--- src/inc/dito_regs.vh ---
// register offsets, field positions, reset values and timing counts of the timing optimizer
`ifndef DITO_REGS_VH
`define DITO_REGS_VH

// register port widths and data pin port width
`define DITO_ADDR_W 6
`define DITO_DATA_W 8
`define DITO_PORT_W 16

// register offsets
`define DITO_OFS_MODE 6'h03
`define DITO_OFS_DELAY 6'h04
`define DITO_OFS_MARGIN 6'h05
`define DITO_OFS_REFSEL 6'h06
`define DITO_OFS_IRQEN 6'h07
`define DITO_OFS_STATUS 6'h19

// field positions
`define DITO_MODE_AUTO_BIT 7
`define DITO_DELAY_EN_BIT 7
`define DITO_DELAY_CODE_MSB 4
`define DITO_MARGIN_MSB 3
`define DITO_REFSEL_BIT 0
`define DITO_IRQEN_BIT 0
`define DITO_STAT_ERR_BIT 0
`define DITO_STAT_TYPE_BIT 1
`define DITO_STAT_SYNC_BIT 2
`define DITO_STAT_PEND_BIT 3

// reset values
`define DITO_RST_AUTO 1'b0
`define DITO_RST_DELAY_EN 1'b0
`define DITO_RST_CODE 5'h00
`define DITO_RST_MARGIN 4'h0
`define DITO_RST_REFSEL 1'b0
`define DITO_RST_IRQEN 1'b0

// delay code limits
`define DITO_CODE_MIN 5'h00
`define DITO_CODE_MAX 5'h1F

// timing: link word period in ns and clock period in ns
`define DITO_WORD_PERIOD_NS 48
`define DITO_CLOCK_PERIOD_NS 4
`define DITO_WORD_CYCLES (`DITO_WORD_PERIOD_NS / `DITO_CLOCK_PERIOD_NS)
`define DITO_PHASE_W 4
// last phase of a word period and the phase at which the base clock falls
`define DITO_LAST_PHASE 4'hB
`define DITO_HALF_PHASE 4'h6
// captures skipped after an automatic step so the new delay can settle
`define DITO_SETTLE_CAPTURES 4'h4

// capture history: real capture tap sits in the middle
`define DITO_HIST_DEPTH 32
`define DITO_REAL_TAP 16

`endif

--- src/hdl/dito_top.v ---
// data input timing optimizer: margin captures, error flagging and forwarded clock delay
//
// The address map and the strobed register port were left to the implementer.
`timescale 1ns/1ps
`include "dito_regs.vh"

module dito_top (
    input wire clock,
    input wire reset_n,
    input wire [`DITO_ADDR_W-1:0] reg_addr,
    input wire [`DITO_DATA_W-1:0] reg_wdata,
    input wire reg_wr,
    input wire reg_rd,
    output reg [`DITO_DATA_W-1:0] reg_rdata,
    input wire [`DITO_PORT_W-1:0] data_pin,
    input wire sync_pin,
    output reg forwarded_data_clock,
    output reg [`DITO_PORT_W-1:0] captured_data,
    output reg captured_valid,
    output reg sync_sampled,
    output reg irq_n_out,
    output reg irq_n_oe
);

    localparam [`DITO_PHASE_W-1:0] LAST_PHASE = `DITO_LAST_PHASE;
    localparam [`DITO_PHASE_W-1:0] HALF_PHASE = `DITO_HALF_PHASE;

    ////////////////////////////////////////////////////////////////////////////////
    // configuration registers

    reg auto_mode;
    reg delay_line_enable;
    reg [`DITO_DELAY_CODE_MSB:0] clock_delay_code;
    reg [`DITO_MARGIN_MSB:0] margin;
    reg timed_to_reference;
    reg irq_enable;
    reg err_flag;
    reg err_type;
    reg check_pending;
    reg [3:0] settle;

    wire wr_mode = reg_wr && (reg_addr == `DITO_OFS_MODE);
    wire wr_delay = reg_wr && (reg_addr == `DITO_OFS_DELAY);
    wire wr_margin = reg_wr && (reg_addr == `DITO_OFS_MARGIN);
    wire wr_refsel = reg_wr && (reg_addr == `DITO_OFS_REFSEL);
    wire wr_irqen = reg_wr && (reg_addr == `DITO_OFS_IRQEN);
    wire wr_status = reg_wr && (reg_addr == `DITO_OFS_STATUS);

    wire [`DITO_DELAY_CODE_MSB:0] wr_code = reg_wdata[`DITO_DELAY_CODE_MSB:0];
    wire [`DITO_MARGIN_MSB:0] wr_margin_val = reg_wdata[`DITO_MARGIN_MSB:0];

    // manual entry is an auto-to-manual transition
    wire enter_manual = wr_mode && auto_mode && !reg_wdata[`DITO_MODE_AUTO_BIT];
    wire cfg_changed = (wr_delay && (wr_code != clock_delay_code)) ||
                       (wr_margin && (wr_margin_val != margin));

    ////////////////////////////////////////////////////////////////////////////////
    // pin synchronisers

    reg [`DITO_PORT_W-1:0] data_meta;
    reg [`DITO_PORT_W-1:0] data_sync;
    reg sync_meta;

    always @(posedge clock or negedge reset_n) begin
        if (!reset_n) begin
            data_meta <= 16'h0000;
            data_sync <= 16'h0000;
            sync_meta <= 1'b0;
            sync_sampled <= 1'b0;
        end else begin
            data_meta <= data_pin;
            data_sync <= data_meta;
            sync_meta <= sync_pin;
            sync_sampled <= sync_meta;
        end
    end

    ////////////////////////////////////////////////////////////////////////////////
    // word rate divider and forwarded clock delay line

    reg [`DITO_PHASE_W-1:0] phase;
    reg base_clock;
    reg [`DITO_HIST_DEPTH-1:0] delay_line;
    wire capture_strobe = (phase == 4'h0);

    always @(posedge clock or negedge reset_n) begin
        if (!reset_n) begin
            phase <= 4'h0;
            base_clock <= 1'b0;
        end else begin
            if (phase == LAST_PHASE) begin
                phase <= 4'h0;
            end else begin
                phase <= phase + 4'h1;
            end
            base_clock <= (phase < HALF_PHASE);
        end
    end

    // one delay step is one clock cycle here; the analog line has finer steps
    always @(posedge clock or negedge reset_n) begin
        if (!reset_n) begin
            delay_line <= 32'h00000000;
            forwarded_data_clock <= 1'b0;
        end else begin
            delay_line <= {delay_line[`DITO_HIST_DEPTH-2:0], base_clock};
            if (delay_line_enable) begin
                forwarded_data_clock <= delay_line[clock_delay_code];
            end else begin
                forwarded_data_clock <= base_clock;
            end
        end
    end

    ////////////////////////////////////////////////////////////////////////////////
    // capture history and margin captures

    reg [`DITO_PORT_W-1:0] hist [0:`DITO_HIST_DEPTH-1];
    integer i;

    always @(posedge clock or negedge reset_n) begin
        if (!reset_n) begin
            for (i = 0; i < `DITO_HIST_DEPTH; i = i + 1) begin
                hist[i] <= 16'h0000;
            end
        end else begin
            hist[0] <= data_sync;
            for (i = 1; i < `DITO_HIST_DEPTH; i = i + 1) begin
                hist[i] <= hist[i-1];
            end
        end
    end

    // older samples stand for earlier sampling instants
    wire [4:0] early_tap = 5'h10 + {1'b0, margin};
    wire [4:0] late_tap = 5'h10 - {1'b0, margin};
    wire [`DITO_PORT_W-1:0] real_word = hist[`DITO_REAL_TAP];
    wire [`DITO_PORT_W-1:0] early_word = hist[early_tap];
    wire [`DITO_PORT_W-1:0] late_word = hist[late_tap];
    wire setup_miss = (early_word != real_word);
    wire hold_miss = (late_word != real_word);

    always @(posedge clock or negedge reset_n) begin
        if (!reset_n) begin
            captured_data <= 16'h0000;
            captured_valid <= 1'b0;
        end else begin
            captured_valid <= capture_strobe;
            if (capture_strobe) begin
                captured_data <= real_word;
            end
        end
    end

    ////////////////////////////////////////////////////////////////////////////////
    // error check and automatic tuning

    // no checking while data is timed against the reference clock
    wire check_now = capture_strobe && !timed_to_reference && (settle == 4'h0) &&
                     (auto_mode || check_pending);
    wire err_hit = check_now && (setup_miss || hold_miss);
    wire auto_up = err_hit && auto_mode && setup_miss && (clock_delay_code != `DITO_CODE_MAX);
    wire auto_dn = err_hit && auto_mode && !setup_miss &&
                   (clock_delay_code != `DITO_CODE_MIN);

    always @(posedge clock or negedge reset_n) begin
        if (!reset_n) begin
            err_flag <= 1'b0;
            err_type <= 1'b0;
            check_pending <= 1'b1;
            settle <= 4'h0;
        end else begin
            if (err_hit) begin
                err_flag <= 1'b1;
                err_type <= setup_miss;
            end else if (wr_status && reg_wdata[`DITO_STAT_ERR_BIT]) begin
                err_flag <= 1'b0;
            end
            if (enter_manual || cfg_changed) begin
                check_pending <= 1'b1;
            end else if (check_now && !auto_mode) begin
                check_pending <= 1'b0;
            end
            if (auto_up || auto_dn) begin
                settle <= `DITO_SETTLE_CAPTURES;
            end else if (capture_strobe && (settle != 4'h0)) begin
                settle <= settle - 4'h1;
            end
        end
    end

    ////////////////////////////////////////////////////////////////////////////////
    // register writes

    always @(posedge clock or negedge reset_n) begin
        if (!reset_n) begin
            auto_mode <= `DITO_RST_AUTO;
            delay_line_enable <= `DITO_RST_DELAY_EN;
            clock_delay_code <= `DITO_RST_CODE;
            margin <= `DITO_RST_MARGIN;
            timed_to_reference <= `DITO_RST_REFSEL;
            irq_enable <= `DITO_RST_IRQEN;
        end else begin
            if (wr_mode) begin
                auto_mode <= reg_wdata[`DITO_MODE_AUTO_BIT];
            end
            if (wr_delay) begin
                // software write beats an automatic step in the same cycle
                delay_line_enable <= reg_wdata[`DITO_DELAY_EN_BIT];
                clock_delay_code <= wr_code;
            end else if (auto_up) begin
                clock_delay_code <= clock_delay_code + 5'h01;
            end else if (auto_dn) begin
                clock_delay_code <= clock_delay_code - 5'h01;
            end
            if (wr_margin) begin
                margin <= wr_margin_val;
            end
            if (wr_refsel) begin
                timed_to_reference <= reg_wdata[`DITO_REFSEL_BIT];
            end
            if (wr_irqen) begin
                irq_enable <= reg_wdata[`DITO_IRQEN_BIT];
            end
        end
    end

    ////////////////////////////////////////////////////////////////////////////////
    // register reads, data valid only in the cycle after the strobe

    reg [`DITO_DATA_W-1:0] next_rdata;

    always @* begin
        next_rdata = 8'h00;
        case (reg_addr)
            `DITO_OFS_MODE: begin
                next_rdata[`DITO_MODE_AUTO_BIT] = auto_mode;
            end
            `DITO_OFS_DELAY: begin
                next_rdata[`DITO_DELAY_CODE_MSB:0] = clock_delay_code;
                next_rdata[`DITO_DELAY_EN_BIT] = delay_line_enable;
            end
            `DITO_OFS_MARGIN: begin
                next_rdata[`DITO_MARGIN_MSB:0] = margin;
            end
            `DITO_OFS_REFSEL: begin
                next_rdata[`DITO_REFSEL_BIT] = timed_to_reference;
            end
            `DITO_OFS_IRQEN: begin
                next_rdata[`DITO_IRQEN_BIT] = irq_enable;
            end
            `DITO_OFS_STATUS: begin
                next_rdata[`DITO_STAT_ERR_BIT] = err_flag;
                next_rdata[`DITO_STAT_TYPE_BIT] = err_type;
                next_rdata[`DITO_STAT_SYNC_BIT] = sync_sampled;
                next_rdata[`DITO_STAT_PEND_BIT] = check_pending;
            end
            default: begin
                next_rdata = 8'h00;
            end
        endcase
    end

    always @(posedge clock or negedge reset_n) begin
        if (!reset_n) begin
            reg_rdata <= 8'h00;
        end else if (reg_rd) begin
            reg_rdata <= next_rdata;
        end else begin
            reg_rdata <= 8'h00;
        end
    end

    ////////////////////////////////////////////////////////////////////////////////
    // open-drain interrupt: pin only ever pulled low

    always @(posedge clock or negedge reset_n) begin
        if (!reset_n) begin
            irq_n_out <= 1'b0;
            irq_n_oe <= 1'b0;
        end else begin
            irq_n_out <= 1'b0;
            irq_n_oe <= err_flag && irq_enable;
        end
    end

endmodule // dito_top

--- config.mk ---
export PLATFORM = sky130hd
export DESIGN_NAME = dito_top
export DESIGN_NICKNAME = d
export VERILOG_FILES = /design/src/hdl/dito_top.v
export VERILOG_INCLUDE_DIRS = /design/src /design/src/inc
export SDC_FILE = /design/constraint.sdc
export NUM_CORES = 1
export LEC_CHECK = 0
export BUFFER_PORTS_ARGS = -buffer_cell sky130_fd_sc_hd__buf_2
export CAP_MARGIN = 20
export CORE_ASPECT_RATIO = 0.8
export CORE_MARGIN = 2
export CORE_UTILIZATION = 45
export CTS_CLUSTER_SIZE = 24
export DETAILED_ROUTE_END_ITERATION = 8
export HOLD_SLACK_MARGIN = 0.06
export MAX_ROUTING_LAYER = met4
export SYNTH_ARGS = -nofsm -noshare
export SYNTH_HDL_FRONTEND = slang
export SYNTH_SLANG_ARGS = --single-unit
--- constraint.sdc ---
create_clock -name clock -period 6.1 [get_ports clock]
set_input_delay 0.915 -clock clock [delete_from_list [all_inputs] [get_ports clock]]
set_output_delay 0.915 -clock clock [all_outputs]
set_load 0.01 [all_outputs]
Yosys cells after proc, flatten, opt, wreduce, memory -nomap -nowiden --
Index checks and enable logic that the tools add are counted.
Cells by class: bitwise logic cells 2, add/subtract/negate cells 6, $lt $le $gt $ge 4, equal/unequal tests 12, multiplexer cells 24, reduce and logical (&&, ||, !) cells 40
Operators with widths (count):
- binary-select mux 16 bit (select 5 bit) | 2
- 2-to-1 mux 16 bit | 4
- != test 16 bit | 2
- equality test 6 x 3 -> 1 bit, second input constant | 4
- logical AND 1 bit | 23
- 2-to-1 mux 5 bit | 3
- >= comparator 6 bit, second input constant | 2
- 2-to-1 mux 4 bit | 3
- inverter 5 -> 6 bit | 2
- one-hot mux 3 bit (3 select lines) | 1
- logical NOT 4 bit | 2
- 2-to-1 mux 8 bit | 1
- 2-to-1 mux 1 bit | 7
- equality test 6 x 2 -> 1 bit, second input constant | 1
- equality test 6 x 5 -> 1 bit, second input constant | 1
- < comparator 5 x 6 -> 1 bit, second input constant | 1
- nonzero test 2 bit | 3
- adder 5 x 1 -> 5 bit, second input constant | 1
- adder 5 x 4 -> 5 bit, first input constant | 1
- binary-select mux 1 bit (select 5 bit) | 1
- logical OR 1 bit | 5
- != test 5 bit | 1
- != test 5 bit, second input constant | 1
- one-hot mux 1 bit (5 select lines) | 1
- other kinds (12) | 15
Word-level totals: flip-flop bits (word level) 630, output and inout port bits 29, input port bits 35, word-level logic and storage cells 142

Depth between registers and ports, before layout --
word-level depth 14, gate-level depth with buffers 21, depth with buffers taken out 17

Least setup slack after synthesis --
OpenSTA, ideal clock, no wires.
path type register -> register, start register margin[0], end register clock_delay_code[0], path slack 2139 ps, arrival time 3879 ps, library setup time 82 ps, buffers on the path 8, period minus slack after synthesis 3961 ps, stages on the path, launching flop included 20, cells stage by stage dfrtp_1 > buf_6 > buf_12 > inv_4 > buf_2 > ha_1 > buf_2 > buf_4 > buf_2 > buf_1 > mux4_2 > a211oi_1 > nor2_1 > mux2i_1 > o2111a_1 > nand3_1 > o311ai_2 > buf_4 > o21ai_0 > a31oi_1
Between the ends: longest elaborated chain between the ends 13
Ends and longest elaborated chain:
- start: declaration | line dito_top.v:34 | reg [`DITO_MARGIN_MSB:0] margin;
- start signal: assignment | line dito_top.v:200 | margin <= `DITO_RST_MARGIN;
- start signal: assignment | line dito_top.v:217 | margin <= wr_margin_val;
- adder 5 x 4 -> 5 bit or subtractor 5 x 4 -> 5 bit (tied branches) | line dito_top.v:135, dito_top.v:136
- inverter 5 -> 6 bit (on tied branches) | line dito_top.v:138, dito_top.v:139
- binary-select mux 16 bit (select 5 bit) (on tied branches) | line dito_top.v:138, dito_top.v:139
- 2-to-1 mux 16 bit (on tied branches) (2 in series) | line dito_top.v:138, dito_top.v:139
- != test 16 bit (on tied branches) | line dito_top.v:140, dito_top.v:141
- logical OR 1 bit | line dito_top.v:161 | wire err_hit = check_now && (setup_miss || hold_miss);
- logical AND 1 bit | line dito_top.v:161
- logical AND 1 bit | line dito_top.v:162, dito_top.v:163
- logical AND 1 bit (2 in series) | line dito_top.v:162 | wire auto_up = err_hit && auto_mode && setup_miss && (clock_delay_code != `DITO_CODE_MAX);
- 2-to-1 mux 5 bit | line dito_top.v:211 | end else if (auto_up) begin
- 2-to-1 mux 5 bit | line dito_top.v:207 | if (wr_delay) begin
- end signal: assignment | line dito_top.v:210 | clock_delay_code <= wr_code;
- end signal: assignment | line dito_top.v:212 | clock_delay_code <= clock_delay_code + 5'h01;
- end signal: assignment | line dito_top.v:214 | clock_delay_code <= clock_delay_code - 5'h01;
- end: declaration | line dito_top.v:33 | reg [`DITO_DELAY_CODE_MSB:0] clock_delay_code;
Several ways; a longest one is shown, not always the timed one. The select of a mux whose other input is x is not followed. A chain may end at the register's enable or synchronous reset.

Final worst setup path --
start register margin[3], end register clock_delay_code[4]
The elaborated chain is that of the path after synthesis.

==> impl_metrics.ini <==
[sta]
slew_headroom_pct = 37.0
min_period_over_period_pct = 84.7
setup-violations-final = 0
final_max_slew_viol_count = 0
tns_ps = 0
fin_ws_ps = 936
finalHoldViolations = 0
layout_min_cycle_time_ps = 5160
clock_skew_ps = 31.0
timing.fmax_mhz = 194
worst_pin_slew_ps = 945
rsz0062_at_grt = false

[critical_path]
cp.required_ps = 6650
crit_fanout = 23
rr_startpoint = margin[3]
start_kind = flop
critPathKind = flop to flop
end_kind = flop
startpoint = margin[3]
crit_arrival_ps = 5710

[worst_hold_path]
min-delay-start = data_sync[8]
hold_class = flop to flop

[clock_network]
clk_pin_slew_ps = 60
cts_root_buf = clkbuf_16
h-tree-depth = 2
clockBufferDepth = 3
hold_buffers = 0
clkLatencyLatePin_ps = 630
cts_tree = built
cts_buffers = 59
cts_sinks = 628
post_cts_buffers = 0
ctsResizeCount = 0

[power_and_ir_drop]
peakVddDrop_mv = 0.205
powerDensity_nw_per_um2 = 387
leakage_nw = 11.2

[die]
core_area_um2 = 51100
ios = 64
die_area_um2 = 53600
rows = 74
die_h_um = 207
start_util_pct = 45.5
die_x_um = 258

[finish]
layout_common_cells = dfrtp_1 (623), mux4_2 (167), mux2i_1 (76)
layout-drive-gt1-share_pct = 27.5
nets = 1444
diodes = 0
layout_commonest_cell = dfrtp_1
area_growth_pct = 13.0

[drt]
wl_um = 47400
drc_errors = 0
drt_iter0_markers = 925
ant_nets = 0
vias_per_cell = 5.55
routedWlPerCell_um = 22.2
firstDrtPassIters = 4
vias = 11800

[synth]
yosys_warnings = 0
synth_ff_type = dfrtp_1
synth_top_area_share_pct = 67.4
ys_types = 76
synth_top_area_cell = dfrtp_1
synth_seq_area_share_pct = 67.5
ys_seq_elements = 628
synth_edf_count = 0
synth-async-reset-ratio_pct = 100
netlist_area_um2 = 23300
syn_inst = 1327
syn_avg_cell_area_um2 = 17.5
synth_area_leaders = dfrtp_1 (67%), mux4_2 (16%), mux2i_1 (3.3%)

[placement]
port-buffer-count = 58
dpl.hpwl_um = 30400
finalWeightedCongestion = 0.826
pre_cts_ws_ps = 1030

[global_route]
grt_pass1_wl_um = 76700
groute.usage.overall_pct = 19.1
grt-ovfl-total = 0
grt_max_degree = 159
antenna_found_initial = 0
grt_pass1_vias = 12700

[run]
drv_cap = 0

[outcome]
status = finished, final reports clean
==> cells by family (layout without fill, tap and decap cells) <==
| kind of cell | after synthesis | after routing | synth area share [%] |
|---|---|---|---|
| compound gates | 118 | 118 | 3.71 |
| xor+xnor | 38 | 38 | 1.49 |
| fa+ha+maj | 9 | 9 | 0.516 |
| buf+inv | 91 | 210 | 2.24 |
| flops | 628 | 628 | 67.5 |
| mux | 271 | 271 | 20.8 |
| other cells | 1 | 3 | 0.0161 |
| simple gates | 171 | 171 | 3.69 |
==> Yosys cell counts, types with 4 or more instances <==
cell type	instances
a211oi_1	12
a21oi_1	14
a22oi_1	7
a31oi_1	10
a32oi_1	9
and2_1	6
and3_1	11
buf_1	7
buf_2	20
buf_4	18
buf_6	9
clkbuf_1	23
dfrtp_1	627
ha_1	8
inv_1	9
mux2_2	28
mux2i_1	76
mux4_2	167
nand2_1	57
nand2b_1	4
nand3_1	17
nand4_1	7
nor2_1	35
nor2b_1	9
o21ai_0	20
o22ai_1	5
or3_1	6
xnor2_1	13
xor2_1	23
==> worst max-delay path, cell delays in order (launching register included) <==
cell	delay, ps
dfrtp_2	750
clkinv_1	600
o311ai_0	570
nand4_1	250
a2111oi_2	500
nand4_1	350
nor2_1	270
or3_1	240
inv_1	80
fa_1	370
nor2b_1	130
o21ai_0	120
a21oi_1	150
o21ai_0	100
o31a_1	120
or3_1	310
a31oi_1	170
==> where the power goes <==
part | switching [W] | leakage [nW] | internal, W
combinational | 0.000939 | 2.85 | 0.000883
sequential | 0.000225 | 7.34 | 0.00438
clock | 0.00154 | 1.00 | 0.00222
==> layer usage <==
| layer | up-vias | global-route usage [%] | wire, um |
|---|---|---|---|
| li1 | 5084 | - | - |
| met1 | 6397 | 29.2 | 23000 |
| met2 | 285 | 26.2 | 20500 |
| met3 | 73 | 4.11 | 2780 |
| met4 | 0 | 4.96 | 1090 |
| met5 | - | - | 0 |
==> per-stage QoR <==
stage,instances,util [%],power [W],cell area (um2),hold slack [ps]
floorplan,1329,-,0.00592,23300,331
detailed placement,2023,47.5,0.00652,24300,335
CTS,2132,51.4,0.0103,26300,349
global route,2132,51.4,0.0107,26300,353
global placement,2023,47.5,0.00651,24300,334
finish,2132,51.4,0.0102,26300,347
==> area by class of cell <==
cell class / instances / area (um2)
fill: 4170 / 24800
sequential: 628 / 15700
multi-input combinational: 610 / 7050
clock buffer: 86 / 1730
tap: 684 / 856
timing repair buffer: 89 / 596
clock inverter: 23 / 287
inverter: 12 / 47.5
==> state kept, by name, indices dropped and copies added, names as in the netlist, 4 cells and up <==
register          flops
margin                4
real_word            16
clock_delay_code      5
reg_rdata             6
settle                4
phase                 4
hist                496
delay_line           32
captured_data        16
data_meta            16
data_sync            16
==> final timing paths <==
path	slack, ps	cells after the start	endpoint
worst min-delay path	350	0	hist[504]
worst min register to register	350	0	hist[504]
max in group asynchronous	4080	2	margin[2]
min in group asynchronous	410	1	hist[499]
worst max register to register	940	16	clock_delay_code[4]
worst max-delay path	940	16	clock_delay_code[4]
No activity file was read; power rests on OpenSTA's default activity.
